--- config.mk ---
export PLATFORM = sky130hd
export DESIGN_NAME = ddti_drive
export DESIGN_NICKNAME = d
export VERILOG_FILES = /design/src/verilog/ddti_pkg.sv /design/src/verilog/ddti_drive.sv /design/src/verilog/ddti_width_qual.sv
export SDC_FILE = /design/constraint.sdc
export NUM_CORES = 1
export LEC_CHECK = 0
export ABC_AREA = 1
export BUFFER_PORTS_ARGS = -buffer_cell sky130_fd_sc_hd__buf_2
export CAP_MARGIN = 20
export CORE_MARGIN = 3
export CORE_UTILIZATION = 50
export CTS_CLUSTER_DIAMETER = 80
export DETAILED_ROUTE_END_ITERATION = 8
export PLACE_DENSITY = 0.74
export SLEW_MARGIN = 10
export SYNTH_ARGS = -nofsm -noshare
export SYNTH_HDL_FRONTEND = slang
export SYNTH_SLANG_ARGS = --single-unit
--- constraint.sdc ---
create_clock -name clk_sys -period 5.1 [get_ports clk_sys]
set_clock_uncertainty 0.05 [all_clocks]
set_input_delay 0.765 -clock clk_sys [delete_from_list [all_inputs] [get_ports clk_sys]]
set_output_delay 0.765 -clock clk_sys [all_outputs]
set_load 0.02 [all_outputs]
--- src/verilog/ddti_pkg.sv ---
// Package: constants, carriers and state type of the disc drive tag interface
package ddti_pkg;

  // Clock and timing figures
  localparam int CLK_PERIOD_PS = 8000;
  localparam int INDEX_PULSE_NS = 2500;
  localparam int FAULT_CLR_MIN_NS = 100;
  localparam int RTZ_MIN_NS = 250;
  localparam int MARK_PULSE_NS = 4000;
  localparam int SEEK_END_BLANK_US = 30;
  localparam int OFFSET_SETTLE_US = 3200;
  // Least times round up, longest times round down
  localparam int INDEX_PULSE_CYC = (INDEX_PULSE_NS * 1000 + CLK_PERIOD_PS - 1) / CLK_PERIOD_PS;
  localparam int FAULT_CLR_CYC = (FAULT_CLR_MIN_NS * 1000 + CLK_PERIOD_PS - 1) / CLK_PERIOD_PS;
  localparam int RTZ_MIN_CYC = (RTZ_MIN_NS * 1000 + CLK_PERIOD_PS - 1) / CLK_PERIOD_PS;
  localparam int MARK_PULSE_CYC = (MARK_PULSE_NS * 1000) / CLK_PERIOD_PS;
  localparam int SEEK_END_BLANK_CYC =
    (SEEK_END_BLANK_US * 1000000 + CLK_PERIOD_PS - 1) / CLK_PERIOD_PS;
  localparam int OFFSET_SETTLE_CYC = (OFFSET_SETTLE_US * 1000) / (CLK_PERIOD_PS / 1000);

  // Addressing limits and bus-line positions
  localparam logic [9:0] MAX_CYLINDER = 10'h152;
  localparam logic [3:0] MAINT_UNIT_LO = 4'he;
  localparam int MISSING_BITS_MIN = 16;
  localparam int BIT_WRITE_GATE = 0;
  localparam int BIT_READ_GATE = 1;
  localparam int BIT_OFFSET_PLUS = 2;
  localparam int BIT_OFFSET_MINUS = 3;
  localparam int BIT_FAULT_CLEAR = 4;
  localparam int BIT_MARK_ENABLE = 5;
  localparam int BIT_RTZ = 6;
  localparam int BIT_STROBE_EARLY = 7;
  localparam int BIT_STROBE_LATE = 8;
  localparam int BIT_RELEASE = 9;

  // Register map
  localparam logic [11:0] ADDR_CONFIG = 12'h000;
  localparam logic [11:0] ADDR_STATUS = 12'h004;
  localparam logic [11:0] ADDR_POSITION = 12'h008;
  localparam int CFG_UNIT_LSB = 0;
  localparam int CFG_PARTNER_LSB = 4;
  localparam int CFG_PARTNER_EN = 8;
  localparam int CFG_WPROT = 9;
  localparam int CFG_SECTOR_LSB = 16;
  localparam int POS_HEAD_LSB = 16;
  localparam logic [13:0] SECTOR_BYTES_RST = 14'h0200;
  localparam logic [13:0] SECTOR_BYTES_MIN = 14'h0002;
  localparam logic [31:0] CONFIG_RST = {2'h0, SECTOR_BYTES_RST, 16'h0010};

  typedef enum logic [1:0] {
    DDTI_SK_IDLE = 2'b00,
    DDTI_SK_MOVE = 2'b01,
    DDTI_SK_SETTLE = 2'b11,
    DDTI_SK_RTZ = 2'b10
  } ddti_seek_t;

  typedef struct packed {
    logic psel;
    logic penable;
    logic pwrite;
    logic [11:0] paddr;
    logic [31:0] pwdata;
  } ddti_apb_req_t;

  typedef struct packed {
    logic pready;
    logic [31:0] prdata;
    logic pslverr;
  } ddti_apb_rsp_t;

  // Controller cable inputs
  typedef struct packed {
    logic cable_ok;
    logic unit_tag;
    logic [3:0] unit_num;
    logic cyl_tag;
    logic head_tag;
    logic ctrl_tag;
    logic [9:0] bus;
  } ddti_cable_t;

  // Mechanism and read channel sense inputs
  typedef struct packed {
    logic at_speed;
    logic heads_on_track;
    logic seek_late;
    logic multi_head;
    logic write_current;
    logic read_signal;
    logic bit_tick;
    logic byte_tick;
  } ddti_sense_t;

  // Status reported to the controller
  typedef struct packed {
    logic unit_selected;
    logic ready;
    logic on_cylinder;
    logic seek_error;
    logic seek_end;
    logic fault;
    logic mark_found_pulse;
    logic index;
    logic sector;
  } ddti_stat_t;

  // Commands to the servo and data channels
  typedef struct packed {
    logic write_driver_en;
    logic read_data_en;
    logic separator_sync;
    logic mark_write_detect_enable;
    logic offset_plus;
    logic offset_minus;
    logic strobe_early;
    logic strobe_late;
    logic margin_mode;
    logic seek_go;
    logic return_to_zero_cmd;
    logic [9:0] cylinder;
    logic [4:0] head;
  } ddti_cmd_t;

endpackage

--- src/verilog/ddti_drive.sv ---
// Drive-side tag interface: select, addressing, control functions and status
//
// Implementation choices: register access over APB and the placing of the registers.
`timescale 1ns/1ps
`default_nettype none
module ddti_drive
  import ddti_pkg::*;
#(
  parameter int OFFSET_SETTLE = OFFSET_SETTLE_CYC,
  parameter int BYTES_PER_TRACK = 20160,
  parameter bit FIXED_HEAD = 1'b0
) (
  input wire logic clk_sys,
  input wire logic srst,
  input wire ddti_apb_req_t apb_req,
  output ddti_apb_rsp_t apb_rsp,
  input wire ddti_cable_t cable,
  input wire ddti_sense_t sense,
  output ddti_stat_t stat,
  output ddti_cmd_t cmd
);

  typedef struct packed {
    ddti_seek_t sk;
    ddti_stat_t stat;
    ddti_cmd_t cmd;
    logic cyl_tag_d;
    logic head_tag_d;
    logic read_gate_d;
    logic [1:0] offset_d;
    logic [19:0] settle;
    logic [11:0] blank;
    logic [4:0] miss_cnt;
    logic mark_done;
    logic [9:0] mark_cnt;
    logic [13:0] sec_bytes;
    logic [15:0] trk_bytes;
    logic [8:0] index_cnt;
    logic [8:0] sector_cnt;
    logic [31:0] cfg;
    ddti_apb_rsp_t rsp;
  } ddti_state_t;

  ddti_state_t st_r;
  ddti_state_t st_nxt;
  logic fault_clear_hit;
  logic rtz_hit;
  logic [9:0] ctrl;
  logic selected;

  initial begin
    if (OFFSET_SETTLE < 1 || OFFSET_SETTLE > 1048575) begin
      $error("ddti_drive: OFFSET_SETTLE out of range");
    end
    if (BYTES_PER_TRACK < 2 || BYTES_PER_TRACK > 65535) begin
      $error("ddti_drive: BYTES_PER_TRACK out of range");
    end
  end

  // Control lines count only while the selected unit sees the control tag
  assign selected = st_r.stat.unit_selected;
  assign ctrl = (cable.ctrl_tag && selected) ? cable.bus : 10'h000;

  // Fault clear and zero return must be held a minimum time to count
  ddti_width_qual #(.MIN_CYC(FAULT_CLR_CYC)) u_fault_clear (
    .clk_sys(clk_sys),
    .srst(srst),
    .level(ctrl[BIT_FAULT_CLEAR]),
    .hit(fault_clear_hit)
  );

  ddti_width_qual #(.MIN_CYC(RTZ_MIN_CYC)) u_rtz (
    .clk_sys(clk_sys),
    .srst(srst),
    .level(ctrl[BIT_RTZ]),
    .hit(rtz_hit)
  );

  always_comb begin
    logic cyl_edge;
    logic head_edge;
    logic wg;
    logic rg;
    logic mark_en;
    logic [1:0] offset_req;
    logic maint_unit;
    logic fault_cond;
    logic write_fault;
    logic unit_match;
    logic [13:0] sec_size;
    logic rd_access;
    logic wr_access;
    st_nxt = st_r;
    cyl_edge = 1'b0;
    head_edge = 1'b0;
    wg = ctrl[BIT_WRITE_GATE];
    rg = ctrl[BIT_READ_GATE];
    mark_en = ctrl[BIT_MARK_ENABLE];
    offset_req = 2'b00;
    maint_unit = 1'b0;
    fault_cond = 1'b0;
    write_fault = 1'b0;
    unit_match = 1'b0;
    sec_size = 14'h0000;
    rd_access = 1'b0;
    wr_access = 1'b0;

    // Unit compare is gated by the tag and lost with the cable; one cycle meets 200 ns
    unit_match = cable.unit_num == st_r.cfg[CFG_UNIT_LSB +: 4];
    st_nxt.stat.unit_selected = cable.unit_tag && unit_match && cable.cable_ok;
    maint_unit = st_r.cfg[CFG_UNIT_LSB +: 4] >= MAINT_UNIT_LO;

    // Strobe edges from the selected unit only
    st_nxt.cyl_tag_d = cable.cyl_tag && selected;
    st_nxt.head_tag_d = cable.head_tag && selected;
    cyl_edge = cable.cyl_tag && selected && !st_r.cyl_tag_d;
    head_edge = cable.head_tag && selected && !st_r.head_tag_d;

    // Single pulses default low
    st_nxt.cmd.seek_go = 1'b0;
    st_nxt.cmd.return_to_zero_cmd = 1'b0;
    st_nxt.cmd.separator_sync = 1'b0;

    // Both offsets together is illegal; holding neither is the safe reading
    if (ctrl[BIT_OFFSET_PLUS] != ctrl[BIT_OFFSET_MINUS]) begin
      offset_req = {ctrl[BIT_OFFSET_MINUS], ctrl[BIT_OFFSET_PLUS]};
    end
    st_nxt.cmd.offset_plus = offset_req[0];
    st_nxt.cmd.offset_minus = offset_req[1];
    st_nxt.offset_d = offset_req;
    st_nxt.cmd.strobe_early = ctrl[BIT_STROBE_EARLY] && !ctrl[BIT_STROBE_LATE];
    st_nxt.cmd.strobe_late = ctrl[BIT_STROBE_LATE] && !ctrl[BIT_STROBE_EARLY];
    st_nxt.cmd.margin_mode = ctrl[BIT_RELEASE] && maint_unit;

    // Head register; a fixed-head unit is on cylinder once a track is chosen
    if (head_edge) begin
      st_nxt.cmd.head = cable.bus[4:0];
      if (FIXED_HEAD) begin
        st_nxt.stat.on_cylinder = !st_r.stat.seek_error;
      end
    end

    if (st_r.blank != 12'h000) begin
      st_nxt.blank = st_r.blank - 12'h001;
    end

    // Positioner sequencing
    case (st_r.sk)
      DDTI_SK_IDLE: begin
        if (st_r.offset_d != offset_req) begin
          st_nxt.stat.on_cylinder = 1'b0;
          st_nxt.settle = 20'(OFFSET_SETTLE);
          st_nxt.blank = 12'(SEEK_END_BLANK_CYC);
          st_nxt.sk = DDTI_SK_SETTLE;
        end
      end
      DDTI_SK_MOVE, DDTI_SK_RTZ: begin
        if (sense.seek_late && st_r.sk == DDTI_SK_MOVE) begin
          st_nxt.stat.seek_error = 1'b1;
          st_nxt.sk = DDTI_SK_IDLE;
        end else if (sense.heads_on_track && st_r.blank == 12'h000) begin
          st_nxt.stat.on_cylinder = 1'b1;
          st_nxt.sk = DDTI_SK_IDLE;
        end
      end
      DDTI_SK_SETTLE: begin
        // Settle timer bounds the loss of on-cylinder, also covering a direction change
        if (st_r.settle != 20'h00000) begin
          st_nxt.settle = st_r.settle - 20'h00001;
        end else begin
          st_nxt.stat.on_cylinder = !st_r.stat.seek_error;
          st_nxt.sk = DDTI_SK_IDLE;
        end
        if (st_r.offset_d != offset_req) begin
          st_nxt.settle = 20'(OFFSET_SETTLE);
          st_nxt.blank = 12'(SEEK_END_BLANK_CYC);
          st_nxt.stat.on_cylinder = 1'b0;
          st_nxt.sk = DDTI_SK_SETTLE;
        end
      end
      default: begin
        st_nxt.sk = DDTI_SK_IDLE;
      end
    endcase

    // Cylinder strobe: legal address starts a seek, illegal one raises seek error
    if (cyl_edge) begin
      st_nxt.stat.on_cylinder = 1'b0;
      st_nxt.blank = 12'(SEEK_END_BLANK_CYC);
      if (cable.bus > MAX_CYLINDER) begin
        st_nxt.stat.seek_error = 1'b1;
        st_nxt.sk = DDTI_SK_IDLE;
      end else begin
        st_nxt.cmd.cylinder = cable.bus;
        st_nxt.cmd.seek_go = 1'b1;
        st_nxt.sk = DDTI_SK_MOVE;
      end
    end

    // Zero return is the only way out of seek error
    if (rtz_hit) begin
      st_nxt.stat.seek_error = 1'b0;
      st_nxt.stat.on_cylinder = 1'b0;
      st_nxt.cmd.cylinder = 10'h000;
      st_nxt.cmd.head = 5'h00;
      st_nxt.cmd.return_to_zero_cmd = 1'b1;
      st_nxt.blank = 12'(SEEK_END_BLANK_CYC);
      st_nxt.sk = DDTI_SK_RTZ;
    end
    if (st_nxt.stat.seek_error) begin
      st_nxt.stat.on_cylinder = 1'b0;
    end
    st_nxt.stat.seek_end = (st_nxt.stat.on_cylinder || st_nxt.stat.seek_error)
      && st_nxt.blank == 12'h000;

    // Fault sources; mark erase and maintenance release mask write current checks
    write_fault = (sense.write_current != wg) && !(mark_en && wg) && !st_nxt.cmd.margin_mode;
    fault_cond = sense.multi_head
      || (wg && st_r.cfg[CFG_WPROT])
      || ((2'(cable.cyl_tag) + 2'(cable.head_tag) + 2'(cable.ctrl_tag)) > 2'd1 && selected)
      || ((wg || rg) && !st_r.stat.on_cylinder)
      || (wg && rg)
      || (wg && offset_req != 2'b00)
      || write_fault
      || (st_r.cfg[CFG_PARTNER_EN]
        && st_r.cfg[CFG_PARTNER_LSB +: 4] == st_r.cfg[CFG_UNIT_LSB +: 4]);
    // A live condition wins over the clear
    if (fault_cond) begin
      st_nxt.stat.fault = 1'b1;
    end else if (fault_clear_hit) begin
      st_nxt.stat.fault = 1'b0;
    end

    st_nxt.stat.ready = sense.at_speed && sense.heads_on_track && !st_nxt.stat.fault;
    st_nxt.cmd.write_driver_en = wg && !st_r.stat.fault && st_r.stat.on_cylinder
      && !st_r.stat.seek_error && st_r.stat.ready && cable.cable_ok;
    st_nxt.cmd.read_data_en = rg;
    st_nxt.read_gate_d = rg;
    st_nxt.cmd.separator_sync = rg && !st_r.read_gate_d;
    st_nxt.cmd.mark_write_detect_enable = mark_en && wg;

    // Mark detection counts bit cells with no read signal
    if (!(mark_en && rg)) begin
      st_nxt.miss_cnt = 5'h00;
      st_nxt.mark_done = 1'b0;
    end else if (sense.bit_tick && !st_r.mark_done) begin
      if (!sense.read_signal) begin
        if (st_r.miss_cnt != 5'h1f) begin
          st_nxt.miss_cnt = st_r.miss_cnt + 5'h01;
        end
      end else begin
        // The first read signal after a long enough gap reports the mark
        if (st_r.miss_cnt > 5'(MISSING_BITS_MIN)) begin
          st_nxt.mark_done = 1'b1;
          st_nxt.mark_cnt = 10'(MARK_PULSE_CYC);
        end
        st_nxt.miss_cnt = 5'h00;
      end
    end
    if (st_r.mark_cnt != 10'h000) begin
      st_nxt.mark_cnt = st_r.mark_cnt - 10'h001;
    end
    st_nxt.stat.mark_found_pulse = st_nxt.mark_cnt != 10'h000;

    // Sector and index marks run free of selection; the last sector may run long
    sec_size = st_r.cfg[CFG_SECTOR_LSB +: 14];
    if (sec_size < SECTOR_BYTES_MIN) begin
      sec_size = SECTOR_BYTES_MIN;
    end
    if (st_r.index_cnt != 9'h000) begin
      st_nxt.index_cnt = st_r.index_cnt - 9'h001;
    end
    if (st_r.sector_cnt != 9'h000) begin
      st_nxt.sector_cnt = st_r.sector_cnt - 9'h001;
    end
    if (sense.byte_tick) begin
      if (st_r.trk_bytes == 16'(BYTES_PER_TRACK - 1)) begin
        st_nxt.trk_bytes = 16'h0000;
        st_nxt.sec_bytes = 14'h0000;
        st_nxt.index_cnt = 9'(INDEX_PULSE_CYC);
        st_nxt.sector_cnt = 9'(INDEX_PULSE_CYC);
      end else begin
        st_nxt.trk_bytes = st_r.trk_bytes + 16'h0001;
        st_nxt.sec_bytes = st_r.sec_bytes + 14'h0001;
        if (st_r.sec_bytes >= sec_size - 14'h0001
          && 17'(BYTES_PER_TRACK) - 17'(st_r.trk_bytes) > 17'(sec_size)) begin
          st_nxt.sec_bytes = 14'h0000;
          st_nxt.sector_cnt = 9'(INDEX_PULSE_CYC);
        end
      end
    end
    st_nxt.stat.index = st_nxt.index_cnt != 9'h000;
    st_nxt.stat.sector = st_nxt.sector_cnt != 9'h000;

    // APB slave: one wait state, writes land on the completing edge
    rd_access = apb_req.psel && apb_req.penable && !st_r.rsp.pready;
    wr_access = apb_req.psel && apb_req.penable && st_r.rsp.pready && apb_req.pwrite;
    st_nxt.rsp.pready = rd_access;
    if (rd_access) begin
      st_nxt.rsp.pslverr = 1'b0;
      if (apb_req.paddr == ADDR_CONFIG) begin
        st_nxt.rsp.prdata = st_r.cfg;
      end else if (apb_req.paddr == ADDR_STATUS) begin
        st_nxt.rsp.prdata = {21'h000000, st_r.sk, st_r.stat};
      end else if (apb_req.paddr == ADDR_POSITION) begin
        st_nxt.rsp.prdata = {11'h000, st_r.cmd.head, 6'h00, st_r.cmd.cylinder};
      end else begin
        st_nxt.rsp.prdata = 32'h00000000;
        st_nxt.rsp.pslverr = 1'b1;
      end
    end else if (!st_r.rsp.pready) begin
      st_nxt.rsp.prdata = 32'h00000000;
      st_nxt.rsp.pslverr = 1'b0;
    end
    if (wr_access && apb_req.paddr == ADDR_CONFIG) begin
      st_nxt.cfg = {2'h0, apb_req.pwdata[29:16], 6'h00, apb_req.pwdata[9:0]};
    end
  end

  always_ff @(posedge clk_sys) begin
    if (srst) begin
      st_r <= '0;
      st_r.cfg <= CONFIG_RST;
    end else begin
      st_r <= st_nxt;
    end
  end

  assign apb_rsp = st_r.rsp;
  assign stat = st_r.stat;
  assign cmd = st_r.cmd;
endmodule
`default_nettype wire

--- src/verilog/ddti_width_qual.sv ---
// Pulse-width qualifier: one-cycle hit once a level has been held long enough
`timescale 1ns/1ps
`default_nettype none
module ddti_width_qual
  import ddti_pkg::*;
#(
  parameter int MIN_CYC = 13
) (
  input wire logic clk_sys,
  input wire logic srst,
  input wire logic level,
  output logic hit
);

  typedef struct packed {
    logic [15:0] cnt;
    logic hit;
  } ddti_wq_state_t;

  ddti_wq_state_t st_r;
  ddti_wq_state_t st_nxt;

  initial begin
    if (MIN_CYC < 1 || MIN_CYC > 65534) begin
      $error("ddti_width_qual: MIN_CYC out of range");
    end
  end

  // Count held cycles; the hit fires once per held level, not again until release
  always_comb begin
    st_nxt = st_r;
    st_nxt.hit = 1'b0;
    if (!level) begin
      st_nxt.cnt = 16'h0000;
    end else if (st_r.cnt != 16'hffff) begin
      st_nxt.cnt = st_r.cnt + 16'h0001;
      if (st_r.cnt == 16'(MIN_CYC - 1)) begin
        st_nxt.hit = 1'b1;
      end
    end
  end

  always_ff @(posedge clk_sys) begin
    if (srst) begin
      st_r <= '0;
    end else begin
      st_r <= st_nxt;
    end
  end

  assign hit = st_r.hit;
endmodule
`default_nettype wire

==> impl_metrics.sql, run 1 <==
INSERT INTO impl_metrics (metric_group, metric, value, unit) VALUES
('status', 'status', 'completed', ''),
('setup_path', 'worst-setup-path-type', 'reg2reg', ''),
('route', 'postRouteAntennaNets', '0', ''),
('route', 'drt_first_pass_iters', '6', ''),
('floorplanning', 'design.die.area', '26300', 'sq um'),
('timing', 'max_freq', '269', 'MHz'),
('setup_path', 'timing.critical_path.required', '5.43', 'ns'),
('final_layout', 'antenna_cells', '0', ''),
('final_layout', 'post_route_cells_drive_above_1_share', '12.0', '%'),
('cts', 'ctsHoldBuffers', '0', ''),
('worst_hold_path', 'min_path_type', 'reg2reg', ''),
('cts', 'htreeDepth', '1', ''),
('global_routing', 'grt_use_total', '23.8', '%'),
('cts', 'clock_buffer_depth', '3', ''),
('setup_path', 'setup.worst_path.start_class', 'flop', ''),
('timing', 'final-setup-viol-count', '0', ''),
('timing', 'finalCriticalPeriod', '3.71', 'ns'),
('cts', 'cts_resized', '0', ''),
('cts', 'tritoncts_clock_tree', 'built', ''),
('floorplanning', 'rows', '56', ''),
('global_routing', 'antenna_violations_before_repair', '0', ''),
('timing', 'setup_repair_after_global_routing_missed_its_margin', 'no', ''),
('final_layout', 'final_nets', '1901', ''),
('global_routing', 'first_global_vias', '10800', ''),
('yosys', 'ys_types', '52', ''),
('place', 'placed_cell_area', '12600', 'sq um'),
('yosys', 'yosysWarnings', '0', ''),
('power', 'power_leakage', '5.93', 'nW'),
('power', 'power-per-cell-area', '427', 'nW/um^2'),
('final_layout', 'layout.cells.most_common', 'nand2_1', ''),
('yosys', 'syn_area', '12200', 'sq um'),
('place', 'placed_cells', '2068', ''),
('cts', 'cts_setup_buffers', '0', ''),
('route', 'drt_iter0_drc', '810', ''),
('yosys', 'synth.top_cells.by_area', 'dfxtp_1, nand2_1, nor2_1', ''),
('route', 'detail_route.drc_violations', '0', ''),
('yosys', 'async_reset_ff_share', '0', '%'),
('final_layout', 'final_design_area_no_fill', '13400', 'sq um'),
('setup_path', 'end_kind', 'flop', ''),
('timing', 'timing.final.crit_share', '72.8', '%'),
('yosys', 'post_synth_inst_count', '1715', ''),
('power', 'clock_power_share', '30.8', '%'),
('setup_path', 'critical_path_peak_fanout', '18', ''),
('global_routing', 'first_pass_grt_wire_length', '51.7', 'mm'),
('route', 'drt_wl_total', '31.8', 'mm'),
('global_routing', 'grt_total_ovfl', '0', ''),
('floorplanning', 'floorplan.io_pins', '145', ''),
('floorplanning', 'initial_utilization', '51.4', '%'),
('yosys', 'synth_top_area_share', '36.2', '%'),
('yosys', 'synth_seq_cells', '220', ''),
('route', 'post_drt_via_cell_ratio', '5.39', ''),
('place', 'gp_routability_congestion', '0.903', ''),
('timing', 'final_hold_viol_count', '0', ''),
('setup_path', 'critical_path.cell_chain', 'inv_1, nand4_1, nor2_1, nand3_1, nand2_1, ha_1, nand2_1, nor3_1, nand2_1, nor3_1, xor2_1, inv_1, ha_1, nand2_1, o21ai_0, a21oi_1, nand3_1, nand2_1, nand2_2, nand2_4, nand2_4, a21oi_1', ''),
('route', 'vias', '11400', ''),
('power', 'sw_frac_of_total', '36.3', '%'),
('yosys', 'top_flip_flop_cell_by_instance_count_after_synthesis', 'dfxtp_1', ''),
('final_layout', 'flow.area_growth_from_synthesis', '10.1', '%'),
('yosys', 'synth.yosys.seq_area_share', '36.2', '%'),
('cts', 'clock_sinks', '220', ''),
('power', 'power_switching', '2.08', 'mW'),
('global_routing', 'grt_max_degree', '73', ''),
('power', 'combPwrFrac', '33.8', '%'),
('setup_path', 'cp_common_cell', 'nand2_1', ''),
('flow_run', 'max_cap_viol_count', '0', ''),
('timing', 'slew_headroom', '35.1', '%'),
('power', 'design_power_total', '5.73', 'mW'),
('floorplanning', 'dieWidth', '162', 'um'),
('power', 'p_seq_share', '35.4', '%'),
('timing', 'worst_hold_slack', '0.363', 'ns'),
('cts', 'number_of_cts_inserted_buffers', '23', '');
cells by family (layout without fill, tap and decap cells):
kind of cell / Yosys count / after routing / synth area share [%]
simple gates: 737 / 737 / 27.3
buf+inv: 336 / 404 / 12.7
compound gates: 303 / 303 / 13.8
flops: 220 / 220 / 36.2
xor+xnor: 68 / 68 / 4.89
fa+ha+maj: 50 / 50 / 5.14
other cells: 1 / 7 / 0.0308
metal layers:
layer	track usage (%)	up-vias	routed length (um)	part of all wire, %
met4	12.1	0	1720	5.4
met3	4.51	101	2220	7.0
met2	38.0	330	14000	44
met1	30.9	5253	13900	44
met5	0	-	0	0
li1	-	5680	-	-
cell usage after synthesis (all sizes together) (4+ instances only):
cell type and count:
xor2 53, o21a 4, o211ai 10, nand3 100, ha 50, xnor2 15
nor2 247, buf 81, a221oi 8, dfxtp 220, nand2 265, a21oi 133
a31oi 8, nor4 20, o21ai 114, a211oi 9, inv 228, nor3 54
a32o 4, clkbuf 25, nand4 34, or2 10
critical path: cells and delay by family, from the launching register on:
kind	cells	cell delay, ns
XOR/XNOR	1	0.17
adder cells (fa/ha/maj)	2	0.48
flip-flops	1	0.35
AND/OR/NAND/NOR	14	1.91
AO/OA/AOI/OAI	3	0.38
buffers and inverters	2	0.24
stage by stage:
stage	setup WS, ns	util (%)
6_report	1.39	56.6
4_1_cts	1.45	56.5
3_3_place_gp	1.48	53.2
5_1_grt	0.980	56.6
3_5_place_dp	1.43	53.2
2_1_floorplan	2.00	-
layout make-up:
class	count	area (sq um)
clock buffers	31	646
clock inverters	8	140
fillers	2316	10300
inverters	230	863
multi-input cells	1165	6250
flip-flops and latches	220	4400
well taps	319	399
repair buffers	135	711
state kept, by name (all words and copies together), names as in the netlist:
| signal | flops |
|---|---|
| u_fault_clear.st_r | 16 |
| apb_rsp | 27 |
| stat | 8 |
| u_fault_clear.hit | 1 |
| selected | 1 |
| st_r | 126 |
| cmd | 24 |
| u_rtz.hit | 1 |
| u_rtz.st_r | 16 |
power by group through the flow:
stage	Clock, mW	Combinational, mW	Sequential, mW
floorplan	0	1.55	2.03
global placement	0	1.86	2.06
detailed placement	0	1.90	2.06
CTS	1.79	1.92	2.02
global route	1.86	2.24	2.05
finish	1.77	1.94	2.03
worst paths after layout:
path,end,cells past startpoint,startpoint,slack [ns]
worst max-delay path,st_r[112],22,st_r[60],1.39
worst min-delay path,cmd[23],1,st_r[164],0.36
worst max register to register,st_r[112],22,st_r[60],1.39
worst min register to register,cmd[23],1,st_r[164],0.36
Power figures use the tool's default switching activity.
==> inputs of run 2 (changes only) <==
clock period = 3.55 ns   (was 5.1 ns; I/O delays follow)
==> run 2 against run 1 <==
- clock power grew 40%
- sequential power grew 43%
- via count shrank 0.24%
- combinational power grew 45%
- die area is the same
- sequential share of layout area shrank 0.66 points
- hold slack lost 0.18 ns
- clock-buffer cell count grew 6
- flip-flop and latch count is the same
- final area grew 2.2%
- cell count grew 1.5%
- fmax grew 12%
- critical path type unchanged
- critical endpoint is now st_r[108]
- largest cell class unchanged
- largest power group unchanged
==> impl_metrics.sql, run 2 (synthesized netlist as in run 1, its figures left out) <==
INSERT INTO impl_metrics (metric_group, metric, value, unit) VALUES
('setup_path', 'r2r-end', 'st_r[108]', ''),
('worst_hold_path', 'min_path_type', 'in2reg', ''),
('global_routing', 'first_global_vias', '10500', ''),
('timing', 'final-setup-viol-count', '0', ''),
('floorplanning', 'floorplan.die.height', '162', 'um'),
('timing', 'max_freq', '302', 'MHz'),
('setup_path', 'r2r.worst_path.cells', '21', ''),
('route', 'post_drt_via_cell_ratio', '5.30', ''),
('final_layout', 'finish.utilization', '57.9', '%'),
('cts', 'htreeDepth', '1', ''),
('cts', 'tritoncts_clock_tree', 'built', ''),
('route', 'detail_route.drc_violations', '0', ''),
('timing', 'worst_slew_pin_slew', '0.786', 'ns'),
('setup_path', 'startpoint', 'st_r[54]', ''),
('power', 'power-per-cell-area', '598', 'nW/um^2'),
('setup_path', 'setup.worst_path.start_class', 'flop', ''),
('place', 'dp_hpwl', '24.4', 'mm'),
('setup_path', 'worst_ep_arrival_time', '3.71', 'ns'),
('cts', 'cts_root_buffer', 'clkbuf_16', ''),
('timing', 'final_hold_viol_count', '0', ''),
('setup_path', 'worst_case_register_to_register_setup_slack', '0.24', 'ns'),
('power', 'power_leakage', '6.07', 'nW'),
('global_routing', 'grt_use_total', '23.4', '%'),
('cts', 'cts.reportedPaths.clkPinSlew', '0.06', 'ns'),
('setup_path', 'timing.critical_path.required', '3.96', 'ns'),
('cts', 'clock_buffer_depth', '3', ''),
('final_layout', 'post_route_cells_drive_above_1_share', '14.5', '%'),
('final_layout', 'antenna_cells', '0', ''),
('route', 'drt_first_pass_iters', '5', ''),
('floorplanning', 'dieWidth', '162', 'um'),
('final_layout', 'final_nets', '1930', ''),
('floorplanning', 'initial_utilization', '51.4', '%'),
('final_layout', 'num-fill-cells', '2328', ''),
('final_layout', 'layout.cells.most_common', 'nand2_1', ''),
('timing', 'maxSlewViolCount', '0', ''),
('setup_path', 'timing.critical_path.to', 'st_r[108]', ''),
('power', 'vdd.ir_drop.worst', '328', 'uV'),
('global_routing', 'first_pass_grt_wire_length', '50.6', 'mm'),
('global_routing', 'antenna_violations_before_repair', '0', ''),
('place', 'port_buffers', '129', ''),
('timing', 'slew_headroom', '47.4', '%'),
('place', 'gp_routability_congestion', '0.912', ''),
('flow_run', 'max_cap_viol_count', '0', ''),
('final_layout', 'regMostFlops', 'st_r', ''),
('worst_hold_path', 'worstHoldStart', 'cable[15]', ''),
('floorplanning', 'design.die.area', '26300', 'sq um'),
('timing', 'finalCriticalPeriod', '3.31', 'ns'),
('final_layout', 'post_layout_nonfiller_instances', '2139', ''),
('cts', 'clock_sinks', '220', ''),
('place', 'placed_cells', '2092', ''),
('route', 'postRouteAntennaNets', '0', ''),
('status', 'status', 'completed', ''),
('final_layout', 'regArea', '4410', 'sq um'),
('global_routing', 'grt_max_degree', '43', ''),
('route', 'drt_wl_total', '31.9', 'mm'),
('cts', 'number_of_cts_inserted_buffers', '25', ''),
('cts', 'clk-insertion-delay-late', '0.52', 'ns'),
('floorplanning', 'rows', '56', ''),
('final_layout', 'most_frequent_cells_in_the_layout', 'nand2_1, nor2_1, inv_1', ''),
('power', 'design_power_total', '8.19', 'mW'),
('timing', 'timing.final.crit_share', '93.2', '%'),
('setup_path', 'end_kind', 'flop', ''),
('route', 'drt_iter0_drc', '748', ''),
('setup_path', 'beginning_of_the_worst_register_to_register_path', 'st_r[54]', ''),
('setup_path', 'worst-setup-path-type', 'reg2reg', ''),
('final_layout', 'largest_reg_flops', '126', ''),
('setup_path', 'critical_path_peak_fanout', '9', ''),
('floorplanning', 'floorplan.io_pins', '145', ''),
('final_layout', 'flow.area_growth_from_synthesis', '12.5', '%'),
('floorplanning', 'fp.coreArea', '23700', 'sq um'),
('route', 'vias', '11300', ''),
('final_layout', 'multi_input_comb_area', '6310', 'sq um'),
('route', 'drt-wirelength-per-cell', '14.9', 'um'),
('global_routing', 'grt_total_ovfl', '0', '');
[run 2: worst min-delay path by stage]
stage          slack (ns)  cells after the start       end
6_report             0.18                      2  selected
5_1_grt              0.19                      2   cmd[16]
4_1_cts              0.18                      2  selected
3_5_place_dp         0.38                      1   cmd[23]
3_3_place_gp         0.35                      1   cmd[23]
2_1_floorplan        0.35                      1   cmd[23]
[run 2: repair_timing]
item | CTS | global route
resized for setup | 0 | 20
endpoints found under the setup margin | 0 | 24
buffers inserted | 0 | 4
hold buffers | 0 | 0
[run 2: cell type report]
type                            count  share of cell area (%)
Clock buffer                       37                    5.48
Multi-Input combinational cell   1165                    46.1
Sequential cell                   220                    32.2
Timing Repair Buffer              162                    6.79
Tap cell                          319                    2.91
Inverter                          230                    6.30
Clock inverter                      6                   0.274
[run 2: worst max-delay path: stages, from the launching register on]
cell and delay, ns:
dfxtp_1 0.38, inv_1 0.08, and3_4 0.18, nand3_2 0.07, nand2_1 0.05, inv_1 0.15, nand3_2 0.15, nor3_4 0.21
nand4_1 0.23, nor3_2 0.21, xor2_1 0.19, ha_1 0.27, a21oi_1 0.13, o21ai_0 0.09, a21oi_1 0.12, nand3_1 0.09
nand2_1 0.08, nand2_2 0.06, nand2_4 0.11, nand2_4 0.08, buf_12 0.15, nor3b_2 0.13
[run 2: through the flow]
step	TNS, ns	area (sq um)	hold slack [ns]	worst slack (ns)
3_3_place_gp	0	12800	0.354	0.212
5_1_grt	-0.0272	13700	0.195	-0.0189
6_report	0	13700	0.185	0.241
4_1_cts	0	13600	0.180	0.100
3_5_place_dp	0	12800	0.379	0.119
2_1_floorplan	0	12200	0.353	0.446
[run 2: metal layers]
metal | vias to the layer above | wire (um) | GRT usage, %
li1 | 5739 | - | -
met1 | 5198 | 14300 | 30.9
met2 | 323 | 14200 | 37.7
met3 | 77 | 2160 | 4.59
met4 | 0 | 1240 | 9.50
met5 | - | 0 | 0
[run 2: power breakdown]
| part | switching [mW] | leakage, nW | internal (mW) |
|---|---|---|---|
| clock | 1.02 | 0.382 | 1.45 |
| combinational | 1.83 | 3.90 | 0.978 |
| sequential | 0.183 | 1.79 | 2.73 |
| total | 3.04 | 6.07 | 5.16 |
